<file path="config.mk">
export PLATFORM = sky130hd
export DESIGN_NAME = ssi_top
export DESIGN_NICKNAME = d
export VERILOG_FILES = /design/src/ssi_pkg.sv /design/src/ssi_flags.sv /design/src/ssi_sync.sv /design/src/ssi_top.sv
export SDC_FILE = /design/constraint.sdc
export NUM_CORES = 1
export LEC_CHECK = 0
export ABC_AREA = 0
export BUFFER_PORTS_ARGS = -buffer_cell sky130_fd_sc_hd__buf_2
export CAP_MARGIN = 20
export CELL_PAD_IN_SITES_DETAIL_PLACEMENT = 0
export CELL_PAD_IN_SITES_GLOBAL_PLACEMENT = 1
export CORE_MARGIN = 8
export CORE_UTILIZATION = 45
export DETAILED_ROUTE_END_ITERATION = 6
export HOLD_SLACK_MARGIN = 0.1
export PLACE_DENSITY_LB_ADDON = 0.1
export SKIP_CTS_REPAIR_TIMING = 1
export SLEW_MARGIN = 10
export SYNTH_ARGS = -nofsm -noshare
export SYNTH_HDL_FRONTEND = slang
export SYNTH_SLANG_ARGS = --single-unit
export TNS_END_PERCENT = 10
</file>
<file path="constraint.sdc">
create_clock -name core_clk_in -period 3.6 [get_ports core_clk_in]
set_clock_uncertainty 0.2 [all_clocks]
set_input_delay 0.54 -clock core_clk_in [delete_from_list [all_inputs] [get_ports core_clk_in]]
set_output_delay 0.54 -clock core_clk_in [all_outputs]
set_load 0.02 [all_outputs]
</file>
<file path="src/ssi_pkg.sv">
// constants shared by the status and interrupt register group
package ssi_pkg;

   // ==================================================================
   // register map (word addresses on the serial control bus)
   localparam logic [7:0]  ADDR_ID      = 8'h00;
   localparam logic [7:0]  ADDR_STATUS  = 8'h01;
   localparam logic [7:0]  ADDR_FLAGS   = 8'h02;
   localparam logic [7:0]  ADDR_MASK    = 8'h03;
   localparam logic [7:0]  ADDR_CTRL    = 8'h04;

   // ==================================================================
   // identity and reset key
   localparam logic [15:0] PART_CODE    = 16'hA5C3;   // value is arbitrary
   localparam logic [15:0] RESET_KEY    = 16'h55AA;

   // ==================================================================
   // reset values and field layout
   localparam logic [15:0] MASK_RST     = 16'hFFFF;
   localparam logic [15:0] MASK_RSVD    = 16'h8000;   // reserved bit reads one
   localparam logic [15:0] CTRL_RST     = 16'h6007;
   localparam logic [15:0] CTRL_WMASK   = 16'h7FFB;   // bits 15 and 2 reserved
   localparam logic [15:0] CTRL_RSVD    = 16'h0004;
   localparam logic [15:0] FLAGS_RST    = 16'h4000;   // power-on event flag
   localparam int          CFG_SRC_BIT  = 8;          // 0: flags, 1: live status
   localparam int          CFG_PP_BIT   = 9;          // 0: open drain, 1: push-pull
   localparam int          WD_BIT       = 6;
   localparam int          UV_BIT       = 14;

   // ==================================================================
   // serial control bus
   localparam logic [4:0]  DEV_BASE     = 5'b01101;   // upper address bits
   localparam logic [3:0]  BITS_BYTE    = 4'h8;

   // synchronised input vector layout
   localparam int          SYN_W        = 20;
   localparam int          SYN_SCL      = 19;
   localparam int          SYN_SDA      = 18;
   localparam int          SYN_AD_HI    = 17;
   localparam int          SYN_AD_LO    = 16;
   localparam int          SYN_BELOW    = 15;
   localparam int          SYN_ABOVE    = 14;

   typedef enum logic [2:0] {
      SSI_IDLE = 3'b000,
      SSI_ADDR = 3'b001,
      SSI_REG  = 3'b010,
      SSI_WRD  = 3'b011,
      SSI_ACK  = 3'b100,
      SSI_TX   = 3'b101,
      SSI_MACK = 3'b110
   } ssi_bus_st_t;

endpackage

</file>
<file path="src/ssi_flags.sv">
// latched event flags: set on any status change, cleared by read
`timescale 1ns/1ns
`default_nettype none

module ssi_flags (
   input  wire logic        core_clk_in,
   input  wire logic        resetn_in,
   input  wire logic        clk_en_in,
   input  wire logic [15:0] status_in,
   input  wire logic        read_clear_in,
   output logic      [15:0] flags_out
);

   typedef struct packed {
      logic [15:0] flags;
      logic [15:0] prev;
      logic        primed;
   } ssi_flags_st_t;

   ssi_flags_st_t q;
   ssi_flags_st_t d;
   logic [15:0]   change;

   // ==================================================================
   // per-bit change detect; set wins over a same-cycle read clear
   always_comb begin
      d        = q;
      d.prev   = status_in;
      d.primed = 1'b1;
      // first cycle only loads history, so reset itself is no event
      change   = q.primed ? (status_in ^ q.prev) : 16'h0000;   // RULE15
      d.flags  = (read_clear_in ? 16'h0000 : q.flags) | change; // RULE16
   end

   always_ff @(posedge core_clk_in or negedge resetn_in) begin
      if (!resetn_in) begin
         q       <= '0;
         q.flags <= ssi_pkg::FLAGS_RST; // RULE14
      end else if (clk_en_in) begin
         q <= d;
      end
   end

   assign flags_out = q.flags;

endmodule
`default_nettype wire

</file>
<file path="src/ssi_sync.sv">
// two-stage synchroniser bank for pins and monitor levels
`timescale 1ns/1ns
`default_nettype none

module ssi_sync #(
   parameter int W = 1
) (
   input  wire logic         core_clk_in,
   input  wire logic         resetn_in,
   input  wire logic         clk_en_in,
   input  wire logic [W-1:0] async_in,
   output logic      [W-1:0] sync_out
);

   typedef struct packed {
      logic [W-1:0] meta;
      logic [W-1:0] stab;
   } ssi_sync_st_t;

   ssi_sync_st_t q;
   ssi_sync_st_t d;

   // ==================================================================
   // first stage feeds only the second stage
   always_comb begin
      d      = q;
      d.meta = async_in;
      d.stab = q.meta;
   end

   always_ff @(posedge core_clk_in or negedge resetn_in) begin
      if (!resetn_in) begin
         q <= '0;
      end else if (clk_en_in) begin
         q <= d;
      end
   end

   assign sync_out = q.stab;

endmodule
`default_nettype wire

</file>
<file path="src/ssi_top.sv">
// status, event flag and mask registers behind the serial control bus
// Functional notes
// RULE1: identity register at address zero reads the fixed sixteen-bit part code
// RULE2: writing the key to address zero restores all configuration registers
// RULE3: bit 14 sets below lower supply threshold, clears above upper one
// RULE4: bit 13 shows boost state, zero pass-through, one boosting
// RULE5: bit 12 follows the processor acknowledge-request flag
// RULE6: bit 11 boost over-current, bit 10 boost over-voltage
// RULE7: bit 9 reads one once boost start-up has finished
// RULE8: bit 8 output stage switching, bit 7 amplifier clipping
// RULE9: bit 6 shows watchdog firing, and the device then restarts
// RULE10: bit 5 reference clock missing, bit 4 all clocks stable
// RULE11: bit 3 amplifier over-current, bit 2 clipping pre-warning
// RULE12: bit 1 reads one while die is over temperature
// RULE13: bit 0 reads one while the loop is locked
// RULE14: flag 14 set at power-on and on supply-low status change
// RULE15: each flag latches when its matching status bit changes
// RULE16: reading the flag register returns the flags then clears them
// RULE17: a mask bit at one suppresses its flag; all default one
// RULE18: two-bit field picks pin source and open-drain or push-pull drive
// RULE19: pin asserts while any unmasked flag is set, releases after clearing
`timescale 1ns/1ns
`default_nettype none

module ssi_top (
   input  wire logic core_clk_in,
   input  wire logic resetn_in,
   input  wire logic clk_en_in,
   // serial control bus, open drain
   input  wire logic scl_in,
   input  wire logic sda_in,
   output logic      sda_out,
   output logic      sda_oe_out,
   input  wire logic dev_addr_sel_hi_in,
   input  wire logic dev_addr_sel_lo_in,
   // monitor levels
   input  wire logic supply_below_low_in,
   input  wire logic supply_above_high_in,
   input  wire logic adaptive_boost_state_in,
   input  wire logic processor_ack_state_in,
   input  wire logic boost_overcurrent_state_in,
   input  wire logic boost_overvoltage_state_in,
   input  wire logic boost_startup_done_in,
   input  wire logic amp_switching_state_in,
   input  wire logic output_clipping_state_in,
   input  wire logic processor_watchdog_state_in,
   input  wire logic reference_clock_missing_in,
   input  wire logic clocks_stable_state_in,
   input  wire logic amp_overcurrent_state_in,
   input  wire logic clip_warning_state_in,
   input  wire logic overheat_state_in,
   input  wire logic loop_locked_state_in,
   // results
   output logic      irq_output_pin_n_out,
   output logic      irq_output_pin_oe_out,
   output logic      config_reset_out,
   output logic      device_restart_out
);

   typedef struct packed {
      ssi_pkg::ssi_bus_st_t st;
      logic [3:0]           cnt;
      logic [7:0]           sh;
      logic [15:0]          tx;
      logic                 lo;
      logic                 rw;
      logic [1:0]           ph;
      logic [7:0]           reg_addr;
      logic [7:0]           hi_b;
      logic                 sda_o;
      logic                 sda_oe;
      logic                 scl_p;
      logic                 sda_p;
      logic                 mack;
      logic [15:0]          mask;
      logic [15:0]          ctrl;
      logic                 uv;
      logic                 irq_n;
      logic                 irq_oe;
      logic                 cfg_rst;
      logic                 restart;
      logic                 wd_p;
   } ssi_top_st_t;

   ssi_top_st_t                  q;
   ssi_top_st_t                  d;
   logic [ssi_pkg::SYN_W-1:0]    sy;
   logic [15:0]                  status;
   logic [15:0]                  flags;
   logic                         rd_clr;

   // ==================================================================
   // synchronise every pin and monitor level
   ssi_sync #(
      .W (ssi_pkg::SYN_W)
   ) u_sync (
      .core_clk_in (core_clk_in),
      .resetn_in   (resetn_in),
      .clk_en_in   (clk_en_in),
      .async_in    ({scl_in, sda_in, dev_addr_sel_hi_in, dev_addr_sel_lo_in,
                     supply_below_low_in, supply_above_high_in,
                     adaptive_boost_state_in, processor_ack_state_in,
                     boost_overcurrent_state_in, boost_overvoltage_state_in,
                     boost_startup_done_in, amp_switching_state_in,
                     output_clipping_state_in, processor_watchdog_state_in,
                     reference_clock_missing_in, clocks_stable_state_in,
                     amp_overcurrent_state_in, clip_warning_state_in,
                     overheat_state_in, loop_locked_state_in}),
      .sync_out    (sy)
   );

   // ==================================================================
   // live condition word; bit 15 reserved, reads zero
   assign status = {1'b0, q.uv, sy[13:0]}; // RULE4 RULE5 RULE6 RULE7 RULE8 RULE10 RULE11 RULE12 RULE13

   ssi_flags u_flags (
      .core_clk_in   (core_clk_in),
      .resetn_in     (resetn_in),
      .clk_en_in     (clk_en_in),
      .status_in     (status),
      .read_clear_in (rd_clr),
      .flags_out     (flags)
   );

   // ==================================================================
   // register read decode, used for first and follow-on words
   function automatic logic [15:0] rd_word(input logic [7:0]  a,
                                           input logic [15:0] st_w,
                                           input logic [15:0] fl_w,
                                           input logic [15:0] mk_w,
                                           input logic [15:0] ct_w);
      logic [15:0] r;
      r = 16'h0000;
      if (a == ssi_pkg::ADDR_ID) begin
         r = ssi_pkg::PART_CODE; // RULE1
      end else if (a == ssi_pkg::ADDR_STATUS) begin
         r = st_w;
      end else if (a == ssi_pkg::ADDR_FLAGS) begin
         r = fl_w;
      end else if (a == ssi_pkg::ADDR_MASK) begin
         r = mk_w;
      end else if (a == ssi_pkg::ADDR_CTRL) begin
         r = ct_w;
      end
      return r;
   endfunction

   // ==================================================================
   // bus slave, register writes, hysteresis and pin drive
   always_comb begin
      logic        scl;
      logic        sda;
      logic        scl_rise;
      logic        scl_fall;
      logic        start;
      logic        stop;
      logic        fetch;
      logic [7:0]  f_addr;
      logic [15:0] f_word;
      logic        wr;
      logic [15:0] wdata;
      logic [15:0] src;
      logic        pend;
      scl      = sy[ssi_pkg::SYN_SCL];
      sda      = sy[ssi_pkg::SYN_SDA];
      scl_rise = scl & ~q.scl_p;
      scl_fall = ~scl & q.scl_p;
      start    = scl & q.scl_p & q.sda_p & ~sda;
      stop     = scl & q.scl_p & ~q.sda_p & sda;
      fetch    = 1'b0;
      f_addr   = q.reg_addr;
      wr       = 1'b0;
      wdata    = {q.hi_b, q.sh};
      d        = q;
      d.scl_p  = scl;
      d.sda_p  = sda;
      d.cfg_rst = 1'b0;
      d.restart = 1'b0;

      // start and stop override any bit in flight
      if (start) begin
         d.st     = ssi_pkg::SSI_ADDR;
         d.cnt    = 4'h0;
         d.lo     = 1'b0;
         d.sda_oe = 1'b0;
      end else if (stop) begin
         d.st     = ssi_pkg::SSI_IDLE;
         d.sda_oe = 1'b0;
      end else begin
         case (q.st)
            ssi_pkg::SSI_ADDR, ssi_pkg::SSI_REG, ssi_pkg::SSI_WRD: begin
               if (scl_rise) begin
                  d.sh  = {q.sh[6:0], sda};
                  d.cnt = q.cnt + 4'h1;
               end else if (scl_fall && q.cnt == ssi_pkg::BITS_BYTE) begin
                  d.cnt    = 4'h0;
                  d.st     = ssi_pkg::SSI_ACK;
                  d.sda_oe = 1'b1;
                  if (q.st == ssi_pkg::SSI_ADDR) begin
                     d.ph = 2'h0;
                     d.rw = q.sh[0];
                     // silent unless our own address is called
                     if (q.sh[7:1] != {ssi_pkg::DEV_BASE, sy[ssi_pkg::SYN_AD_HI],
                                       sy[ssi_pkg::SYN_AD_LO]}) begin
                        d.st     = ssi_pkg::SSI_IDLE;
                        d.sda_oe = 1'b0;
                     end
                  end else if (q.st == ssi_pkg::SSI_REG) begin
                     d.ph       = 2'h1;
                     d.reg_addr = q.sh;
                     d.lo       = 1'b0;
                  end else begin
                     d.ph = 2'h2;
                     if (!q.lo) begin
                        d.hi_b = q.sh;
                        d.lo   = 1'b1;
                     end else begin
                        wr         = 1'b1;
                        d.lo       = 1'b0;
                        d.reg_addr = q.reg_addr + 8'h01;
                     end
                  end
               end
            end
            ssi_pkg::SSI_ACK: begin
               if (scl_fall) begin
                  d.sda_oe = 1'b0;
                  d.cnt    = 4'h0;
                  if (q.ph == 2'h0 && q.rw) begin
                     fetch = 1'b1;
                     d.st  = ssi_pkg::SSI_TX;
                  end else if (q.ph == 2'h0) begin
                     d.st = ssi_pkg::SSI_REG;
                  end else begin
                     d.st = ssi_pkg::SSI_WRD;
                  end
               end
            end
            ssi_pkg::SSI_TX: begin
               if (scl_fall) begin
                  d.tx  = {q.tx[14:0], 1'b0};
                  d.cnt = q.cnt + 4'h1;
                  if (q.cnt == ssi_pkg::BITS_BYTE - 4'h1) begin
                     d.sda_oe = 1'b0;
                     d.st     = ssi_pkg::SSI_MACK;
                  end else begin
                     d.sda_oe = ~q.tx[14];
                  end
               end
            end
            ssi_pkg::SSI_MACK: begin
               if (scl_rise) begin
                  d.mack = ~sda;
               end else if (scl_fall) begin
                  d.cnt = 4'h0;
                  if (!q.mack) begin
                     d.st = ssi_pkg::SSI_IDLE;   // no ack: wait for stop
                  end else if (!q.lo) begin
                     d.lo     = 1'b1;
                     d.st     = ssi_pkg::SSI_TX;
                     d.sda_oe = ~q.tx[15];
                  end else begin
                     f_addr     = q.reg_addr + 8'h01;
                     d.reg_addr = f_addr;
                     fetch      = 1'b1;
                     d.st       = ssi_pkg::SSI_TX;
                  end
               end
            end
            default: begin
               d.sda_oe = 1'b0;
            end
         endcase
      end

      // word is captured in the same cycle the flags are cleared,
      // so an event landing then survives into the next read
      f_word = rd_word(f_addr, status, flags, q.mask, q.ctrl);
      rd_clr = fetch && (f_addr == ssi_pkg::ADDR_FLAGS); // RULE16
      if (fetch) begin
         d.tx     = f_word;
         d.lo     = 1'b0;
         d.sda_oe = ~f_word[15];
      end

      // register writes; identity key restores configuration
      if (wr) begin
         if (q.reg_addr == ssi_pkg::ADDR_ID) begin
            if (wdata == ssi_pkg::RESET_KEY) begin
               d.mask    = ssi_pkg::MASK_RST; // RULE2
               d.ctrl    = ssi_pkg::CTRL_RST;
               d.cfg_rst = 1'b1;
            end
         end else if (q.reg_addr == ssi_pkg::ADDR_MASK) begin
            d.mask = wdata | ssi_pkg::MASK_RSVD;
         end else if (q.reg_addr == ssi_pkg::ADDR_CTRL) begin
            d.ctrl = (wdata & ssi_pkg::CTRL_WMASK) | ssi_pkg::CTRL_RSVD;
         end
      end

      // supply-low hysteresis between the two comparator levels
      if (sy[ssi_pkg::SYN_BELOW]) begin
         d.uv = 1'b1; // RULE3
      end else if (sy[ssi_pkg::SYN_ABOVE]) begin
         d.uv = 1'b0; // RULE3
      end

      // watchdog rising edge asks the device to restart
      d.wd_p    = status[ssi_pkg::WD_BIT];
      d.restart = status[ssi_pkg::WD_BIT] & ~q.wd_p; // RULE9

      // interrupt pin, active low
      src  = q.ctrl[ssi_pkg::CFG_SRC_BIT] ? status : flags; // RULE18
      pend = |(src & ~q.mask); // RULE17 RULE19
      if (q.ctrl[ssi_pkg::CFG_PP_BIT]) begin
         d.irq_oe = 1'b1; // RULE18
         d.irq_n  = ~pend;
      end else begin
         d.irq_oe = pend; // open drain only ever pulls low
         d.irq_n  = 1'b0;
      end
   end

   // ==================================================================
   // state register, frozen while the clock enable is low
   always_ff @(posedge core_clk_in or negedge resetn_in) begin
      if (!resetn_in) begin
         q       <= '0;
         q.mask  <= ssi_pkg::MASK_RST; // RULE17
         q.ctrl  <= ssi_pkg::CTRL_RST;
         q.irq_n <= 1'b1;
      end else if (clk_en_in) begin
         q <= d;
      end
   end

   // ==================================================================
   // outputs straight from flip-flops
   assign sda_out               = q.sda_o;
   assign sda_oe_out            = q.sda_oe;
   assign irq_output_pin_n_out  = q.irq_n;
   assign irq_output_pin_oe_out = q.irq_oe;
   assign config_reset_out      = q.cfg_rst;
   assign device_restart_out    = q.restart;

endmodule
`default_nettype wire

</file>
# Word level (Yosys, flattened, before mapping)
# Cells that the tools add are included.
# Widths: inputs -> output; s select.
# totals
register_bits	165
input_bits	23
elab_cells	241
# op_classes
n_addsub	2
eq_ne	51
muxes	104
bitwise_logic	27
n_reduce_logical	31
# ops
op	n
$mux 16	15
$mux 8	12
$mux 32	2
$mux 10	6
$ne 4x4->1 const B	14
$mux 48	1
$mux 1	43
$mux 7	6
$mux 20	2
$ne 5x5->1 const B	8
$reduce_and 9->1	4
$pmux 7 s4	1
$eq 8x2->1 const B	3
$mux 3	8
$reduce_and 5->1	4
$mux 17	1
$and 16x16->16	1
$eq 16x15->1 const B	1
$eq 8x3->1 const B	2
$logic_not 8->1	2
$not 16->16	1
$or 16x16->16	1
$pmux 8 s2	1
$reduce_or 16->1	1
other kinds (32)	75

# Depth between registers and ports, before layout
# logic_depth
word_depth	16
depth_mapped	12
ltp_nobuf	9

# Cells and area by module
# Synthesis repeated with hierarchy kept, for this count alone.
# hier_totals
cells_unflattened	824
hier_area_um2	8733.4
# modules_own_cells
mod	instances	cells_each	area_each_um2	seq_area_each_um2
ssi_top	1	636	5706.7	2277.2
ssi_flags	1	104	1530.2	827.0
ssi_sync	1	84	1496.4	1001.0

# Worst setup path before layout
# OpenSTA, ideal clock, no wires.
# synth_timing
kind	register to register
start	reg q[52] (netlist bit)
end	reg u_flags.flags_out[10] (netlist name)
setup_ps	141
arrival_time_ps	2204
path_slack_ps	1055
path_stages_with_launch	11
n_path_buf	2
period_less_slack_ps	2545
cell_sequence	dfrtp_1 > ha_1 > and4_1 > a31o_2 > a2111oi_2 > o21ai_1 > nand2_1 > and4_1 > buf_4 > buf_6 > o22ai_1
# synth_via
elab_chain_len	12
# synth_rtl
item	line	source
from (decl)	ssi_top.sv:85	ssi_top_st_t q;
$add 8x1->8	ssi_top.sv:263	f_addr = q.reg_addr + 8'h01;
$mux 8	n/a	
$mux 8	ssi_top.sv:256	if (!q.mack) begin
$mux 8 (2 in a row)	n/a	
$mux 8	ssi_top.sv:190	case (q.st)
$mux 8	ssi_top.sv:186	end else if (stop) begin
$mux 8 (*)	ssi_top.sv:181	if (start) begin
$eq 8x2->1 (*)	ssi_top.sv:279	rd_clr = fetch && (f_addr == ssi_pkg::ADDR_FLAGS);
$logic_and 1x1->1 (*)	ssi_top.sv:279	
$mux 16 (*)	ssi_flags.sv:32	d.flags = (read_clear_in ? 16'h0000 : q.flags) | change;
$or 16x16->16 (*)	ssi_flags.sv:32	
# Mark *: on every way between the ends. The rest lies on a longest branch, timed or not.
# A chain may end at the register's enable or synchronous reset.

# Worst setup path after layout
# layout_timing
start	reg q[91] (netlist bit)
end	reg q[77] (netlist bit)
# layout_via
elab_chain_len	11
elab_cells_between_ends	25
# layout_rtl
item	line	source
$eq 3x3->1	ssi_top.sv:190	
$mux 8	ssi_top.sv:190	
$mux 8	ssi_top.sv:186	
$mux 8	ssi_top.sv:181	
$eq 8x3->1	ssi_top.sv:142	end else if (a == ssi_pkg::ADDR_CTRL) begin
$mux 16	ssi_top.sv:142	
$mux 16	ssi_top.sv:140	end else if (a == ssi_pkg::ADDR_MASK) begin
$mux 16	ssi_top.sv:138	end else if (a == ssi_pkg::ADDR_FLAGS) begin
$mux 16	ssi_top.sv:136	end else if (a == ssi_pkg::ADDR_STATUS) begin
$mux 16	ssi_top.sv:134	if (a == ssi_pkg::ADDR_ID) begin
$mux 17	ssi_top.sv:280	if (fetch) begin
# Several ways; a longest one is shown, not always the timed one.

==> metrics.md <==
| Metric | Value |
|---|---|
| Status | completed |
| Actual slew at the worst max-slew pin | 837.1 ps |
| CP required | around 3700 ps |
| Final setup violation count | 0 |
| Fin crit period | between 3000 and 4000 ps |
| Final WS setup | approximately 360 ps |
| Post-synth top area cell | dfrtp_1 |
| Antenna-violating nets left | 0 |
| Core Util, Final | between 50 and 60% |
| Initial core utilization | between 40% and 50% |
| Row count | 50 |
| Crit Path Max Fanout | 11 |
| FF/Latch Area | 0.004030 mm2 |
| IO Count | 29 |
| Final Hold Fails | 0 |
| Layout net count | approximately 910 |
| 1st-iter DRT viols | slightly above 600 |
| Router iterations before antenna repair | 6 |
| Clock latency at the later pin of the worst-skew pair | roughly 440 ps |
| Static leakage | roughly 3.9 nW |
| Unrepaired setup endpoints after global routing | false |
| CTS HTree Levels | 4 |
| Input/output buffers | 27 |
| Reg2reg end | q[77] |
| Worst Path Arrival | about 3300 ps |
| Die area | 0.02363 mm2 |
| Met1 Wirelength | between 10 and 15 mm |
| R2R setup slack | between 300 and 400 ps |
| Commonest register cell after synthesis | dfrtp_1 |
| Clk sinks | 160 |
| Avg Cell Area, Syn | around 9.9 um2 |
| Worst Hold End | u_sync.d[16] |
| Top Layer Used | met4 |
| Post-synthesis sequential area ratio | a little under half |
| Cells along the critical path | nand3b_1 -> nor3_1 -> o2bb2ai_1 -> and2_1 -> a222oi_1 -> a21boi_0 -> o31ai_1 |
| DR WL met2 | between 10 and 15 mm |
| Vias in the first global route | approximately 7000 |
| Setup TNS | 0 ps |
| Achievable frequency | just over 300 MHz |
| Area Overhead vs Synth | 12.08% |
| Post-Layout Cell Count | 1131 |
| Critical Path End Type | flop |
| Combinational power share | 20.3% |
| Sequential power share | a little over two fifths |
| Design area | roughly 0.0096 mm2 |
| Residual DRC count | 0 |
| Slew margin rel. | about 44% |
| Syn_nets | about 900 |
| Mapped Cells | around 860 |
| Placed cell count | about 1100 |
| FFs w/ async S/R, synth | 100.0% |
| DR vias/cell | approximately 6.1 |
| Mapped Area | about 0.0085 mm2 |
| YS warnings | 0 |
| Share of cells above drive strength 1 | 23.19% |
| Max-cap violations | 0 |
| Pins Over Slew Limit | 0 |
| Synthesis-stage register bit count | 160 |
| Drt total wl | 24.60 mm |
| Cell-internal power | ~3.4 mW |
| Pre-CTS WS | between 400 and 500 ps |
| Critical Path Source Type | flop |
| Most frequent cells in the layout | dfrtp_1, mux2_2, nand2_1, o21ai_0, a21oi_1 |
| Slowest cell on crit path | nor3_1 |
| Footprint of the multi-input gates | around 0.004 mm2 |
| Diodes inserted | 0 |
| Synth area leaders | dfrtp_1, mux2_2, dfstp_2, o21ai_0, a21oi_1 |
| Reg2reg start | q[91] |
| CTS buffer count | 17 |
| Global-route wire length before repair | about 40 mm |
| Reg2reg path depth | 7 |
| Post-DP Area | between 0.008 and 0.009 mm2 |
| Clock Path Buffers | 2 |
| Total track usage | roughly a fifth |
| Initial antenna violation count | 0 |
| CTS Root Cell | clkbuf_16 |
| CTS tree | built |
| Detailed placer's ending HPWL | 17.88 mm |
| Top-area cell type share of the netlist area | roughly two fifths |
| Power share of the clock group | between 30% and 40% |
| Sw Pwr | 1.790 mW |
| Grt ovf | 0 |
| Post-synth EDFFs | 0 |
| Die H | roughly 150 um |
| Critical Path Max Stage Delay | 610 ps |
| Hold path start | dev_addr_sel_lo_in |
| CTS clk-pin slew, worst paths | 80 ps |
| Worst Hold Depth | 2 |
| Worst VDD drop | approximately 390 uV |
| Post-synthesis cell type count | between 70 and 80 |
| Vias | 6924 |
| Fill count | approximately 1700 |
| Routed wl met3 | between 1 and 1.5 mm |
| GPL Wtd Cong | 0.9476 |
| Kind of critical path | reg2reg |
| Power Density | roughly 540 mW/mm2 |
| Core ar. | around 0.019 mm2 |
| Commonest non-fill, non-tap cell in the layout | dfrtp_1 |
| HP Class | in2reg |
| Die Span X | approximately 150 um |
| Period Utilization, post-route | 90.01% |
| Wirelength per Cell | around 22 um |
| Pin count of the biggest net entering global routing | 85 |
| Switching portion of total power | a little over a third |
[power groups by stage]
stage / clock [mW] / sequential, mW / combinational, mW
after CTS: 1.87 / 2.26 / 1.05
after floorplan: 0 / 2.17 / 0.735
after detailed placement: 0 / 2.29 / 1.04
final: 1.84 / 2.26 / 1.04
after global routing: 1.94 / 2.29 / 1.15
after global placement: 0 / 2.28 / 1.03
[state kept, by name, summed over array words and instances, names as in the netlist, 15 cells and up]
name               flops
u_sync.sync_out       20
u_sync.d              20
q                     84
u_flags.q             16
u_flags.flags_out     15
[final cells by class]
class | count | share of cell area (%)
Multi-Input combinational cell | 606 | 42.82
Sequential cell | 160 | 42.14
Clock buffer | 17 | 4.448
Timing Repair Buffer | 59 | 4.016
Tap cell | 234 | 3.061
Clock inverter | 15 | 1.949
Inverter | 40 | 1.570
[Yosys cell counts (6+ instances only)]
cell	n
nor2b_1	6
xnor2_1	19
nor2_1	56
a21oi_1	60
o22ai_1	25
dfstp_2	21
nand2_1	69
clkbuf_1	30
o2bb2ai_1	8
nand3_1	26
a31oi_1	14
a211oi_1	7
o32a_1	6
nor3_1	13
o21ai_0	64
dfrtp_1	139
buf_2	13
nand4_1	6
a22oi_1	6
a221oi_1	12
and2_1	8
nor4_1	7
mux2_2	72
mux2i_1	12
a31o_2	6
o31ai_1	10
inv_1	40
nand2b_1	11
buf_1	7
[stage by stage]
step           hold WS [ps]  power (mW)
2_1_floorplan         44.41       2.902
3_3_place_gp          258.5       3.315
3_5_place_dp          252.8       3.331
4_1_cts              -3.934       5.181
5_1_grt               110.4       5.389
6_report              126.5       5.148
[kinds of logic after synthesis]
| kind of cell | count (synthesis) | share of synthesized area [%] |
|---|---|---|
| adders and majority gates | 5 | 0.7331 |
| AOI/OAI and AO/OA | 252 | 19.12 |
| xor gates and xnor gates | 21 | 2.155 |
| muxes | 84 | 10.91 |
| other | 1 | 0.04395 |
| DFF | 160 | 47.23 |
| and+or+nand+nor | 243 | 14.91 |
| buffers and inverters | 97 | 4.897 |
[critical path, delay by kind of cell, from the launching register on]
| family | cells | cell delay [ps] |
|---|---|---|
| flops | 1 | 400 |
| compound gates | 4 | 1130 |
| simple gates | 3 | 1360 |
[routing by layer]
metal / global-route usage, % / vias to the layer above
met5: 0 / -
met4: 6.440 / 0
met3: 4.008 / 34
met2: 32.68 / 242
met1: 30.28 / 3456
li1: - / 3192
[how the worst max path moves through the flow]
stage / from / endpoint / slack (ps) / cells after the start
after global placement: q[91] / q[77] / 490 / 7
after global routing: q[91] / q[77] / 110 / 7
after CTS: q[52] / u_flags.flags_out[3] / 440 / 8
after detailed placement: q[52] / u_flags.flags_out[3] / 450 / 8
after floorplan: q[52] / u_flags.flags_out[10] / 1060 / 10
final: q[91] / q[77] / 360 / 7
Power figures use the tool's default switching activity.
